**src/logic/bfu_pkg.sv**
```systemverilog
// shared constants and types of the bit and flag instruction unit
package bfu_pkg;

    // data and address widths
    localparam int unsigned DATA_W   = 8;               // register and bus width
    localparam int unsigned RSEL_W   = 5;               // register file index width
    localparam int unsigned BSEL_W   = 3;               // bit index width
    localparam int unsigned BADDR_W  = 8;               // bus address width
    localparam int unsigned CNT_W    = 4;               // access cycle counter width
    localparam int unsigned BASE_W   = 2;               // listed access cycle count width

    // bus map
    localparam logic [7:0] GPR_BASE  = 8'h00;           // 32 working registers
    localparam logic [7:0] IO_BASE   = 8'h20;           // 32 bit addressable i/o bytes
    localparam logic [7:0] FLAG_ADDR = 8'h40;           // core_flag_register
    localparam logic [7:0] STAT_ADDR = 8'h41;           // unit status
    localparam logic [2:0] SPACE_LSB = 3'h5;            // space select starts above bit 4

    // reset values
    localparam logic [7:0] FLAG_RST  = 8'h00;           // all flags clear
    localparam logic [7:0] DATA_RST  = 8'h00;           // data registers clear

    // flag positions in core_flag_register
    localparam logic [2:0] FLAG_C    = 3'h0;            // carry
    localparam logic [2:0] FLAG_Z    = 3'h1;            // zero
    localparam logic [2:0] FLAG_N    = 3'h2;            // negative
    localparam logic [2:0] FLAG_V    = 3'h3;            // two's complement overflow
    localparam logic [2:0] FLAG_S    = 3'h4;            // signed test
    localparam logic [2:0] FLAG_H    = 3'h5;            // half carry
    localparam logic [2:0] FLAG_T    = 3'h6;            // transfer bit
    localparam logic [2:0] FLAG_I    = 3'h7;            // global interrupt enable

    // status register fields
    localparam logic [2:0] STAT_READY = 3'h0;           // unit can take an operation
    localparam logic [2:0] STAT_BUSY  = 3'h1;           // data access still counting

    // access targets
    typedef enum logic [1:0] {
        TGT_INTERNAL = 2'b00,                           // registers and i/o space
        TGT_SRAM     = 2'b01,                           // internal static ram
        TGT_EXTERNAL = 2'b10                            // external ram interface
    } bfu_target_t;

    // operation codes
    typedef enum logic [4:0] {
        NOP_OP                 = 5'h00,
        ROTATE_RIGHT_CARRY_OP  = 5'h01,
        ARITH_SHIFT_RIGHT_OP   = 5'h02,
        NIBBLE_SWAP_OP         = 5'h03,
        IO_BIT_SET_OP          = 5'h04,
        IO_BIT_CLEAR_OP        = 5'h05,
        BIT_TO_TRANSFER_OP     = 5'h06,
        TRANSFER_TO_BIT_OP     = 5'h07,
        FLAG_SET_OP            = 5'h08,
        FLAG_CLEAR_OP          = 5'h09,
        OVERFLOW_SET_OP        = 5'h0a,
        OVERFLOW_CLEAR_OP      = 5'h0b,
        HALF_CARRY_SET_OP      = 5'h0c,
        HALF_CARRY_CLEAR_OP    = 5'h0d,
        SIGNED_TEST_SET_OP     = 5'h0e,
        SIGNED_TEST_CLEAR_OP   = 5'h0f,
        DATA_ACCESS_OP         = 5'h10
    } bfu_op_t;

    // shift unit selections
    typedef enum logic [1:0] {
        SH_ROR  = 2'b00,                                // rotate right through carry
        SH_ASR  = 2'b01,                                // arithmetic shift right
        SH_SWAP = 2'b10                                 // nibble swap
    } bfu_shsel_t;

endpackage : bfu_pkg

```
**src/logic/bfu_mem.sv**
```systemverilog
// small register array with one write port and two read ports
`timescale 1ns/1ps
`default_nettype none
module bfu_mem #(
    parameter int unsigned WIDTH = 8,                   // word width
    parameter int unsigned DEPTH = 32,                  // number of words
    parameter int unsigned AW    = 5                    // address width
) (
    input  wire logic             clk_i,
    input  wire logic             rst_i,
    input  wire logic             we_i,                 // write strobe
    input  wire logic [AW-1:0]    waddr_i,              // write address
    input  wire logic [WIDTH-1:0] wdata_i,              // write data
    input  wire logic [AW-1:0]    raddr_a_i,            // operand read address
    output logic      [WIDTH-1:0] rdata_a_o,            // operand read data
    input  wire logic [AW-1:0]    raddr_b_i,            // bus read address
    output logic      [WIDTH-1:0] rdata_b_o             // bus read data
);

    // depth must fit the address
    if (DEPTH > (1 << AW)) begin : g_chk
        $error("bfu_mem depth exceeds address range");
    end

    logic [WIDTH-1:0] mem_q [DEPTH];                    // storage words

    // write port, cleared on reset
    always_ff @(posedge clk_i or posedge rst_i) begin
        if (rst_i) begin
            for (int i = 0; i < DEPTH; i++) begin
                mem_q[i] <= '0;
            end
        end else if (we_i) begin
            mem_q[waddr_i] <= wdata_i;
        end
    end

    // read ports, the caller registers them
    assign rdata_a_o = mem_q[raddr_a_i];
    assign rdata_b_o = mem_q[raddr_b_i];

endmodule : bfu_mem
`default_nettype wire

```
**src/logic/bfu_shift.sv**
```systemverilog
// rotate, shift and swap datapath with flag results
`timescale 1ns/1ps
`default_nettype none
module bfu_shift (
    input  wire logic              [7:0] opnd_i,        // destination register value
    input  wire logic                    carry_i,       // old carry flag
    input  wire bfu_pkg::bfu_shsel_t     sel_i,         // which operation
    output logic                   [7:0] res_o,         // result byte
    output logic                         c_o,           // new carry
    output logic                         z_o,           // new zero
    output logic                         n_o,           // new negative
    output logic                         v_o            // new overflow
);

    // result and flags of the selected operation
    always_comb begin
        res_o = opnd_i;
        c_o   = opnd_i[0];                              // old bit 0 drops into carry
        case (sel_i)
            bfu_pkg::SH_ROR:  res_o = {carry_i, opnd_i[7:1]};
            bfu_pkg::SH_ASR:  res_o = {opnd_i[7], opnd_i[7:1]};
            bfu_pkg::SH_SWAP: res_o = {opnd_i[3:0], opnd_i[7:4]};
            default:          res_o = opnd_i;
        endcase
        z_o = (res_o == 8'h00);
        n_o = res_o[7];
        v_o = n_o ^ c_o;                                // overflow is negative xor carry
    end

endmodule : bfu_shift
`default_nettype wire

```
**src/logic/bfu_top.sv**
```systemverilog
// bit and flag instruction unit: shifts, bit moves, flag ops, access timing
`timescale 1ns/1ps
`default_nettype none
module bfu_top #(
    parameter int unsigned EXT_EXTRA_CYCLES = 2         // extra cycles on external ram
) (
    input  wire logic                  CLK_I,
    input  wire logic                  RESET_I,
    // operation port
    input  wire logic                  OP_VALID_I,      // operation offered
    input  wire bfu_pkg::bfu_op_t      OP_CODE_I,       // operation code
    input  wire logic            [4:0] REG_SEL_I,       // working register index
    input  wire logic            [2:0] BIT_SEL_I,       // bit or flag index
    input  wire logic            [4:0] IO_ADDR_I,       // i/o byte index
    input  wire logic            [1:0] ACC_BASE_I,      // listed access cycles
    input  wire bfu_pkg::bfu_target_t  ACC_TGT_I,       // access target
    output logic                       READY_O,         // operation may be offered
    output logic                       DONE_O,          // operation finished pulse
    output logic                 [7:0] RESULT_O,        // last byte written
    output logic                 [7:0] FLAGS_O,         // core_flag_register
    // register bus
    input  wire logic            [7:0] ADDR_I,          // byte address
    input  wire logic            [7:0] WDATA_I,         // write data
    input  wire logic                  WR_I,            // write strobe
    input  wire logic                  RD_I,            // read strobe
    output logic                 [7:0] RDATA_O          // read data, cycle after strobe
);

    // counter must hold the longest access
    if (EXT_EXTRA_CYCLES + 4 > (1 << bfu_pkg::CNT_W) - 1) begin : g_chk
        $error("bfu_top EXT_EXTRA_CYCLES too large for counter");
    end

    localparam logic [bfu_pkg::CNT_W-1:0] EXT_EXTRA =
        bfu_pkg::CNT_W'(EXT_EXTRA_CYCLES);               // external extra cycles
    localparam logic [bfu_pkg::CNT_W-1:0] SRAM_EXTRA =
        bfu_pkg::CNT_W'(1);                              // internal sram extra cycle
    localparam logic [bfu_pkg::CNT_W-1:0] CNT_ONE =
        bfu_pkg::CNT_W'(1);                              // unit step

    // all state of the unit
    typedef struct packed {
        logic [7:0]                flags;               // core_flag_register
        logic                      busy;                // data access counting
        logic [bfu_pkg::CNT_W-1:0] rem;                 // cycles left in access
        logic                      ready;               // mirrors not busy
        logic                      done;                // finish pulse
        logic [7:0]                result;              // last written byte
        logic [7:0]                rdata;               // bus read data
    } bfu_state_t;

    bfu_state_t s_q;                                    // registered state
    bfu_state_t s_d;                                    // next state

    // memory and shifter wiring
    logic       [7:0] gpr_opnd;                         // operand register
    logic       [7:0] gpr_bus;                          // register seen by bus
    logic       [7:0] io_opnd;                          // operand i/o byte
    logic       [7:0] io_bus;                           // i/o byte seen by bus
    logic             gpr_we;                           // register file write
    logic       [4:0] gpr_wa;                           // register file address
    logic       [7:0] gpr_wd;                           // register file data
    logic             io_we;                            // i/o write
    logic       [4:0] io_wa;                            // i/o address
    logic       [7:0] io_wd;                            // i/o data
    logic       [7:0] sh_res;                           // shifter result
    logic             sh_c;                             // shifter carry
    logic             sh_z;                             // shifter zero
    logic             sh_n;                             // shifter negative
    logic             sh_v;                             // shifter overflow
    bfu_pkg::bfu_shsel_t sh_sel;                        // shifter selection

    // decoded bus and operation terms
    logic             take;                             // operation accepted
    logic       [2:0] space;                            // address space select
    logic             bus_gpr;                          // bus hits registers
    logic             bus_io;                           // bus hits i/o space
    logic [bfu_pkg::CNT_W-1:0] acc_cnt;                 // cycles of this access

    // an op offered while a long access counts is dropped, not queued
    // the two memory spaces decode on the top three address bits only;
    // flag and status bytes match the full address
    assign take    = OP_VALID_I && !s_q.busy;
    assign space   = ADDR_I[7:bfu_pkg::SPACE_LSB];
    assign bus_gpr = (space == bfu_pkg::GPR_BASE[7:bfu_pkg::SPACE_LSB]);
    assign bus_io  = (space == bfu_pkg::IO_BASE[7:bfu_pkg::SPACE_LSB]);

    // shifter selection from the operation code
    always_comb begin
        case (OP_CODE_I)
            bfu_pkg::ARITH_SHIFT_RIGHT_OP: sh_sel = bfu_pkg::SH_ASR;
            bfu_pkg::NIBBLE_SWAP_OP:       sh_sel = bfu_pkg::SH_SWAP;
            default:                       sh_sel = bfu_pkg::SH_ROR;
        endcase
    end

    // access length by target
    always_comb begin
        acc_cnt = bfu_pkg::CNT_W'(ACC_BASE_I);
        case (ACC_TGT_I)
            bfu_pkg::TGT_SRAM:     acc_cnt = acc_cnt + SRAM_EXTRA;
            bfu_pkg::TGT_EXTERNAL: acc_cnt = acc_cnt + EXT_EXTRA;
            default:               acc_cnt = acc_cnt;
        endcase
    end

    // working registers
    bfu_mem #(.WIDTH(8), .DEPTH(32), .AW(5)) u_gpr (
        .clk_i     (CLK_I),
        .rst_i     (RESET_I),
        .we_i      (gpr_we),
        .waddr_i   (gpr_wa),
        .wdata_i   (gpr_wd),
        .raddr_a_i (REG_SEL_I),
        .rdata_a_o (gpr_opnd),
        .raddr_b_i (ADDR_I[4:0]),
        .rdata_b_o (gpr_bus)
    );

    // bit addressable i/o bytes
    bfu_mem #(.WIDTH(8), .DEPTH(32), .AW(5)) u_io (
        .clk_i     (CLK_I),
        .rst_i     (RESET_I),
        .we_i      (io_we),
        .waddr_i   (io_wa),
        .wdata_i   (io_wd),
        .raddr_a_i (IO_ADDR_I),
        .rdata_a_o (io_opnd),
        .raddr_b_i (ADDR_I[4:0]),
        .rdata_b_o (io_bus)
    );

    // rotate, shift and swap
    bfu_shift u_shift (
        .opnd_i  (gpr_opnd),
        .carry_i (s_q.flags[bfu_pkg::FLAG_C]),
        .sel_i   (sh_sel),
        .res_o   (sh_res),
        .c_o     (sh_c),
        .z_o     (sh_z),
        .n_o     (sh_n),
        .v_o     (sh_v)
    );

    // next state, memory writes and bus answers
    always_comb begin
        s_d      = s_q;
        s_d.done = 1'b0;
        // bus writes land unless an operation writes the same space
        gpr_we   = WR_I && bus_gpr;
        gpr_wa   = ADDR_I[4:0];
        gpr_wd   = WDATA_I;
        io_we    = WR_I && bus_io;
        io_wa    = ADDR_I[4:0];
        io_wd    = WDATA_I;
        if (WR_I && (ADDR_I == bfu_pkg::FLAG_ADDR)) begin
            s_d.flags = WDATA_I;
        end
        // bus read, answered next cycle, unmapped reads zero
        if (RD_I) begin
            if (bus_gpr) begin
                s_d.rdata = gpr_bus;
            end else if (bus_io) begin
                s_d.rdata = io_bus;
            end else if (ADDR_I == bfu_pkg::FLAG_ADDR) begin
                s_d.rdata = s_q.flags;
            end else if (ADDR_I == bfu_pkg::STAT_ADDR) begin
                s_d.rdata = bfu_pkg::DATA_RST;
                s_d.rdata[bfu_pkg::STAT_READY] = s_q.ready;
                s_d.rdata[bfu_pkg::STAT_BUSY]  = s_q.busy;
            end else begin
                s_d.rdata = bfu_pkg::DATA_RST;
            end
        end
        // access counting
        // done rises on the edge that clears busy, so ready and done
        // return together and a new op may follow at once
        if (s_q.busy) begin
            s_d.rem = s_q.rem - CNT_ONE;
            if (s_q.rem == CNT_ONE) begin
                s_d.busy = 1'b0;
                s_d.done = 1'b1;
            end
        end
        // operation execution, wins over the bus on the same target
        if (take) begin
            s_d.done = 1'b1;
            case (OP_CODE_I)
                bfu_pkg::ROTATE_RIGHT_CARRY_OP,
                bfu_pkg::ARITH_SHIFT_RIGHT_OP: begin
                    gpr_we = 1'b1;
                    gpr_wa = REG_SEL_I;
                    gpr_wd = sh_res;
                    s_d.result = sh_res;
                    s_d.flags[bfu_pkg::FLAG_C] = sh_c;
                    s_d.flags[bfu_pkg::FLAG_Z] = sh_z;
                    s_d.flags[bfu_pkg::FLAG_N] = sh_n;
                    s_d.flags[bfu_pkg::FLAG_V] = sh_v;
                end
                bfu_pkg::NIBBLE_SWAP_OP: begin
                    gpr_we = 1'b1;
                    gpr_wa = REG_SEL_I;
                    gpr_wd = sh_res;
                    s_d.result = sh_res;
                end
                bfu_pkg::IO_BIT_SET_OP,
                bfu_pkg::IO_BIT_CLEAR_OP: begin
                    io_we = 1'b1;
                    io_wa = IO_ADDR_I;
                    io_wd = io_opnd;
                    io_wd[BIT_SEL_I] = (OP_CODE_I == bfu_pkg::IO_BIT_SET_OP);
                    s_d.result = io_wd;
                end
                bfu_pkg::BIT_TO_TRANSFER_OP: begin
                    s_d.flags[bfu_pkg::FLAG_T] = gpr_opnd[BIT_SEL_I];
                end
                bfu_pkg::TRANSFER_TO_BIT_OP: begin
                    gpr_we = 1'b1;
                    gpr_wa = REG_SEL_I;
                    gpr_wd = gpr_opnd;
                    gpr_wd[BIT_SEL_I] = s_q.flags[bfu_pkg::FLAG_T];
                    s_d.result = gpr_wd;
                end
                bfu_pkg::FLAG_SET_OP: begin
                    s_d.flags[BIT_SEL_I] = 1'b1;
                end
                bfu_pkg::FLAG_CLEAR_OP: begin
                    s_d.flags[BIT_SEL_I] = 1'b0;
                end
                bfu_pkg::OVERFLOW_SET_OP: begin
                    s_d.flags[bfu_pkg::FLAG_V] = 1'b1;
                end
                bfu_pkg::OVERFLOW_CLEAR_OP: begin
                    s_d.flags[bfu_pkg::FLAG_V] = 1'b0;
                end
                bfu_pkg::HALF_CARRY_SET_OP: begin
                    s_d.flags[bfu_pkg::FLAG_H] = 1'b1;
                end
                bfu_pkg::HALF_CARRY_CLEAR_OP: begin
                    s_d.flags[bfu_pkg::FLAG_H] = 1'b0;
                end
                bfu_pkg::SIGNED_TEST_SET_OP: begin
                    s_d.flags[bfu_pkg::FLAG_S] = 1'b1;
                end
                bfu_pkg::SIGNED_TEST_CLEAR_OP: begin
                    s_d.flags[bfu_pkg::FLAG_S] = 1'b0;
                end
                bfu_pkg::DATA_ACCESS_OP: begin
                    // one cycle accesses finish at once, longer ones count
                    if (acc_cnt > CNT_ONE) begin
                        s_d.done = 1'b0;
                        s_d.busy = 1'b1;
                        s_d.rem  = acc_cnt - CNT_ONE;
                    end
                end
                default: begin
                    s_d.done = 1'b1;                                // nop still completes
                end
            endcase
        end
        s_d.ready = !s_d.busy;
    end

    // state register
    // memories clear with the unit, so operands read zero after reset
    always_ff @(posedge CLK_I or posedge RESET_I) begin
        if (RESET_I) begin
            s_q <= '{flags:  bfu_pkg::FLAG_RST,
                     busy:   1'b0,
                     rem:    '0,
                     ready:  1'b1,
                     done:   1'b0,
                     result: bfu_pkg::DATA_RST,
                     rdata:  bfu_pkg::DATA_RST};
        end else begin
            s_q <= s_d;
        end
    end

    // outputs straight from the state register
    assign READY_O  = s_q.ready;
    assign DONE_O   = s_q.done;
    assign RESULT_O = s_q.result;
    assign FLAGS_O  = s_q.flags;
    assign RDATA_O  = s_q.rdata;

endmodule : bfu_top
`default_nettype wire

```
**config.mk**
```make
export PLATFORM = sky130hd
export DESIGN_NAME = bfu_top
export DESIGN_NICKNAME = d
export VERILOG_FILES = /design/src/logic/bfu_pkg.sv /design/src/logic/bfu_mem.sv /design/src/logic/bfu_shift.sv /design/src/logic/bfu_top.sv
export SDC_FILE = /design/constraint.sdc
export NUM_CORES = 2
export LEC_CHECK = 0
export BUFFER_PORTS_ARGS = -buffer_cell sky130_fd_sc_hd__buf_2
export CAP_MARGIN = 20
export CORE_UTILIZATION = 64
export CTS_BUF_LIST = sky130_fd_sc_hd__clkbuf_4 sky130_fd_sc_hd__clkbuf_8 sky130_fd_sc_hd__clkbuf_16
export DETAILED_ROUTE_END_ITERATION = 12
export PLACE_DENSITY = 0.84
export SYNTH_ARGS = -nofsm -noshare
export SYNTH_HDL_FRONTEND = slang
export SYNTH_SLANG_ARGS = --single-unit
```
**constraint.sdc**
```tcl
create_clock -name CLK_I -period 18.6 [get_ports CLK_I]
set_input_delay 0 -clock CLK_I [delete_from_list [all_inputs] [get_ports CLK_I]]
set_output_delay 0 -clock CLK_I [all_outputs]
set_load 0.005 [all_outputs]
```
=== Word level (Yosys, flattened, before mapping) ===
Index checks and enable logic that the tools add are counted.

* Add/sub/neg operators: 4
* Multiply operators: 0
* Divide/modulo/power cells: 0
* $lt $le $gt $ge: 10
* Equality and inequality tests: 24
* Shift operators: 0
* Muxes and demuxes: 61
* Bitwise logic cells: 9
* Reductions and logical operators: 18

{| class="wikitable"
|+ Operator list
! operator !! count
|-
| $bwmux 256 || 2
|-
| $bmux 8 s5 || 4
|-
| $mux 8 || 17
|-
| $demux 8 s5 || 2
|-
| $pmux 8 s3 || 2
|-
| $eq 5x4->1 const B || 8
|-
| $mux 5 || 7
|-
| $ge 6x6->1 const B || 5
|-
| $not 5->6 || 5
|-
| $eq 5x3->1 const B || 4
|-
| $bwmux 8 || 2
|-
| $eq 8x7->1 const B || 2
|-
| $pmux 8 s2 || 1
|-
| $mux 13 || 1
|-
| $lt 6x1->1 const B || 2
|-
| $mux 1 || 11
|-
| $eq 5x2->1 const B || 2
|-
| $mux 9 || 1
|-
| $pmux 3 s3 || 1
|-
| $and 8x8->8 || 1
|-
| $logic_not 8->1 || 1
|-
| $not 8->8 || 1
|-
| $or 8x8->8 || 1
|-
| $pmux 1 s4 || 2
|-
| other kinds (30) || 41
|}

* Register bits after elaboration: 543
* Latch bits: 0
* Memory bits (writable): 0
* Bits in read-only memories: 0
* Input port bits: 43
* Output and inout bits: 26
* Word-level logic and storage cells: 197
* Memories: 0

=== Longest topological paths before layout ===
* Depth after elaboration: 10
* Gate-level depth with buffers: 13
* Depth with buffers taken out: 9

=== By module ===
A second synthesis with hierarchy kept.

* Cell total of the unflattened synthesis: 2020
* Area, all modules: 30595.6 um2

{| class="wikitable"
|+ Modules (own cells, without submodules)
! module !! instances !! cells each !! area an instance (um2) !! seq. area each (um2)
|-
| bfu_mem || 2 || 807 || 13656.8 || 6406.1
|-
| bfu_top || 1 || 372 || 3060.4 || 777.0
|-
| bfu_shift || 1 || 34 || 221.5 || 0.0
|}

=== Worst setup path before layout ===
No wires, ideal clock.

* Path type: register -> register
* From: reg s_q[22] (netlist name)
* To: reg u_gpr.mem_q[113] (netlist name)
* Setup time: 82 ps
* Arrival time: 2724 ps
* Required time: 18518 ps
* Path slack: 15794 ps
* Stages on the path, launching flop included: 12
* Path buffers: 5
* Clock period less this slack: 2806 ps
* Cells stage by stage: dfrtp_1 > buf_2 > nand2b_1 > a2111oi_2 > buf_4 > mux2i_1 > clkbuf_1 > and3_1 > clkbuf_1 > clkbuf_1 > nor2_1 > a31oi_1

* Cells in the longest elaborated chain, start to end: 9
* Elaborated cells on any way between the ends: 12
* Those cells by class: order compare: 2; mux: 6; bitwise: 1; reduce/logical: 3

{| class="wikitable"
|+ RTL lines
! element !! line !! text
|-
| from (decl) || bfu_top.sv:52 || <nowiki>bfu_state_t s_q;</nowiki>
|-
| from (signal assigned) || bfu_top.sv:268 || <nowiki>s_q <= '{flags: bfu_pkg::FLAG_RST,</nowiki>
|-
| $logic_not 1->1 (*) || bfu_top.sv:83 || <nowiki>assign take = OP_VALID_I && !s_q.busy;</nowiki>
|-
| $logic_and 1x1->1 (*) || bfu_top.sv:83 ||
|-
| $mux 5 || bfu_top.sv:186 || <nowiki>if (take) begin</nowiki>
|-
| $not 5->6 (not written as such) || bfu_mem.sv:34 || <nowiki>mem_q[waddr_i] <= wdata_i;</nowiki>
|-
| $ge 6x6->1 (not written as such) / $lt 6x1->1 (equally long branches) || bfu_mem.sv:34 ||
|-
| $logic_and 1x1->1 (not written as such) || bfu_mem.sv:34 ||
|-
| $mux 8 (not written as such) || bfu_mem.sv:34 ||
|-
| $demux 8 s5 || bfu_mem.sv:34 ||
|-
| $bwmux 256 || bfu_mem.sv:34 ||
|-
| to (signal, indexed assignment) || bfu_mem.sv:34 ||
|-
| to (decl) || bfu_mem.sv:25 || <nowiki>logic [WIDTH-1:0] mem_q [DEPTH];</nowiki>
|}

Mark *: on every way between the ends. The rest lies on a longest branch, timed or not.
A chain may end at the register's enable or synchronous reset.

=== Worst setup path in the final report ===
* From: reg s_q[22] (netlist name)
* To: reg u_io.mem_q[216] (netlist name)

* Cells in the longest elaborated chain, start to end: 9
* Elaborated cells on any way between the ends: 12
* Those cells by class: order compare: 2; mux: 6; bitwise: 1; reduce/logical: 3

{| class="wikitable"
|+ RTL lines
! element !! line
|-
| $logic_not 1->1 (*) || bfu_top.sv:83
|-
| $logic_and 1x1->1 (*) || bfu_top.sv:83
|-
| $mux 5 || bfu_top.sv:186
|-
| $not 5->6 (not written as such) || bfu_mem.sv:34
|-
| $ge 6x6->1 (not written as such) / $lt 6x1->1 (equally long branches) || bfu_mem.sv:34
|-
| $logic_and 1x1->1 (not written as such) || bfu_mem.sv:34
|-
| $mux 8 (not written as such) || bfu_mem.sv:34
|-
| $demux 8 s5 || bfu_mem.sv:34
|-
| $bwmux 256 || bfu_mem.sv:34
|-
| to (signal, indexed assignment) || bfu_mem.sv:34
|-
| to (decl) || bfu_mem.sv:25
|}

Marks and branches as above.

==> results.yml <==
placed_design:
  dp_hpwl_um: 64100
  place_congestion: 1.02
  port_buffers: 68
  placed_area_um2: 31900
  place_ws_ns: 14.57
  numPlacedInstances: 3125
power:
  irDropWorstVdd_v: 0.0000860
  p_leak_nw: 14.9
  powerDensity_nw_per_um2: 99.4
cts:
  cts-hold-fix-buffers: 23
  clock_sinks: 543
  cts_setup_buffers: 0
  worst_skew_pair.late_latency_ns: 0.65
  clk_pin_slew_ns: 0.07
  clockBufferDepth: 3
  cts-root-buf: "clkbuf_16"
  cts.repair.resized: 0
  tritoncts: "yes"
  h-tree-depth: 2
  numCtsBuffers: 56
global_routing:
  antenna_found_initial: 3
  grt_pass1_vias: 24721
  grt_pass1_wl_um: 153000
  grt_usage: 0.406
  grt_max_degree: 165
  gr-total-overflow: 0
sta:
  setup_viol_count_final: 0
  rsz0062_at_grt: "false"
  whs_ns: 0.0140
  layout_setup_ws_ns: 14.20
  max_freq_ghz: 0.227
  relSlewSlack: 0.239
  hold_viol_final: 0
  period_share: 0.237
  fin_skew_ns: 0.0504
  drv_slew: 0
  min_period_ns: 4.40
  setup_tns_ns: 0
  tightest_slew_ns: 1.13
detailed_routing:
  wirelength_um: 101000
  dr.pass1.iters: 8
  vias: 24842
  drt-wirelength-per-cell_um: 31.1
  drtAntennaViolNets: 0
  vias_per_cell: 7.62
  drtIter0Drc: 3756
  drc_errors: 0
critical_path:
  crit_path_end_kind: "register"
  crit_fanout: 22
  critPathLaunchType: "register"
  crit_arrival_ns: 4.92
  cp.required_ns: 19.12
  crit_type: "register to register"
logic_synthesis:
  ys.flop_type: "dfrtp_1"
  synth_edf_count: 0
  ys_seq_area_frac: 0.429
  syn_area_per_cell_um2: 12.0
  ys_ff_latch: 543
  synth_most_common_cell: "dfrtp_1"
  synth_area_leaders: "dfrtp_1 (43%), mux4_2 (20%), mux2_2 (9.1%), a31oi_1 (3.8%), nor2_1 (3.6%)"
  ys_types: 81
  synth_top_area_frac: 0.428
  synthArstFlopShare: 1.00
  synth_area_leader_cell: "dfrtp_1"
  syn_inst: 2646
  yosysWarnings: 0
  synth_commonest_cells: "dfrtp_1 (542), nor2_1 (300), mux4_2 (287), mux2_2 (255), a31oi_1 (192)"
  syn_area_um2: 31700
  synth_nets: 2695
layout:
  syn2layout_area_growth_pct: 8.43
  drive_gt1_frac: 0.322
  finalNetCount: 2597
  post-route-cell-area_um2: 34400
  stdcell_count: 3258
floorplanning:
  die-area_um2: 50400
  die_h_um: 225
  fp.coreArea_um2: 48800
  io_pins: 69
  initial_utilization: 0.649
  rows: 81
  dieWidth_um: 225
min_path:
  hp-class: "input pin to register"
run:
  cap_violations: 0
run_status:
  status: "complete, no violations"
critical path, stage by stage, from the launching register on:
cell and delay, ns:
dfrtp_1 0.51, nor2b_1 0.21, buf_4 0.31, nand2_1 0.69, mux2i_1 0.93, nand2_1 0.27, nor2_1 0.90, mux2_2 0.44
power breakdown:
group	switching, mW	internal, mW	leakage [nW]
logic	0.359	0.319	6.55
registers	0.143	1.34	7.30
clock network	0.505	0.749	1.01
total	1.01	2.41	14.9
registers in the layout, indices dropped and copies added (netlist names):
register and cells:
u_io.mem_q 256, RESULT_O 8, FLAGS_O 8, s_q 5, RDATA_O 8, DONE_O 1
u_gpr.mem_q 256, READY_O 1
routing by layer:
layer	vias up	GRT usage	part of all wire
met1	12386	0.515	0.34
met3	535	0.106	0.12
met2	2100	0.622	0.46
met4	4	0.270	0.078
li1	9817	-	-
met5	-	0	0.00028
stage by stage:
step	total power [mW]	util
5_1_grt	3.51	0.703
3_3_place_gp	2.10	0.653
2_1_floorplan	1.94	-
6_report	3.42	0.703
4_1_cts	3.39	0.701
3_5_place_dp	2.14	0.654
cells by family (layout without fill, tap and decap cells):
| kind of cell | Yosys count | count (layout) | synth area share |
|---|---|---|---|
| adders and majority gates | 6 | 6 | 0.00237 |
| buffers and inverters | 315 | 261 | 0.0465 |
| and+or+nand+nor | 654 | 654 | 0.0956 |
| muxes | 622 | 622 | 0.321 |
| DFF | 543 | 543 | 0.429 |
| xor gates and xnor gates | 5 | 5 | 0.00138 |
| AOI/OAI and AO/OA | 501 | 501 | 0.105 |
| other | 0 | 2 | 0 |
cell type report:
cell class | instances | area, µm²
Antenna cell | 2 | 5.00
Sequential cell | 543 | 13600
Timing Repair Buffer | 143 | 1090
Tap cell | 664 | 831
Clock inverter | 22 | 364
Fill cell | 3186 | 14500
Inverter | 16 | 67.6
Clock buffer | 80 | 1700
Multi-Input combinational cell | 1788 | 16700
layout by cell type (no fill, tap or decap), types with 10 or more instances in the layout:
master and instances:
nor3b_1 16, buf_4 45, a211oi_1 14, o211ai_1 10, buf_2 64, dfrtp_1 542
a31oi_1 192, nand2b_1 17, mux4_2 287, nand2_1 134, nor2_1 299, and2_1 23
mux2_2 255, nor2b_1 23, a41oi_1 10, clkbuf_16 56, a21oi_1 70, mux2i_1 64
dlygate4sd3_1 23, nor3_1 32, nand3_1 14, a22oi_1 34, clkbuf_8 20, nand4_1 13
o21ai_0 61, a21oi_2 31, inv_1 14, mux2_1 15, and3_1 36
path summary, 6_finish.rpt:
check,from,endpoint,slack [ns],cells past startpoint
max reg2reg,s_q[22]$_DFF_PP0_,u_io.mem_q[216]$_DFFE_PP0P_,14.20,7
max in group asynchronous,RESET_I,s_q[18]$_DFF_PP0_,16.52,6
min reg2reg,RDATA_O[5]$_DFFE_PP0P_,RDATA_O[5]$_DFFE_PP0P_,0.51,1
max,s_q[22]$_DFF_PP0_,u_io.mem_q[216]$_DFFE_PP0P_,14.20,7
min in group asynchronous,RESET_I,u_io.mem_q[60]$_DFFE_PP0P_,0.14,3
min,ACC_TGT_I[1],s_q[18]$_DFF_PP0_,0.01,4
No activity file was read; power rests on OpenSTA's default activity.
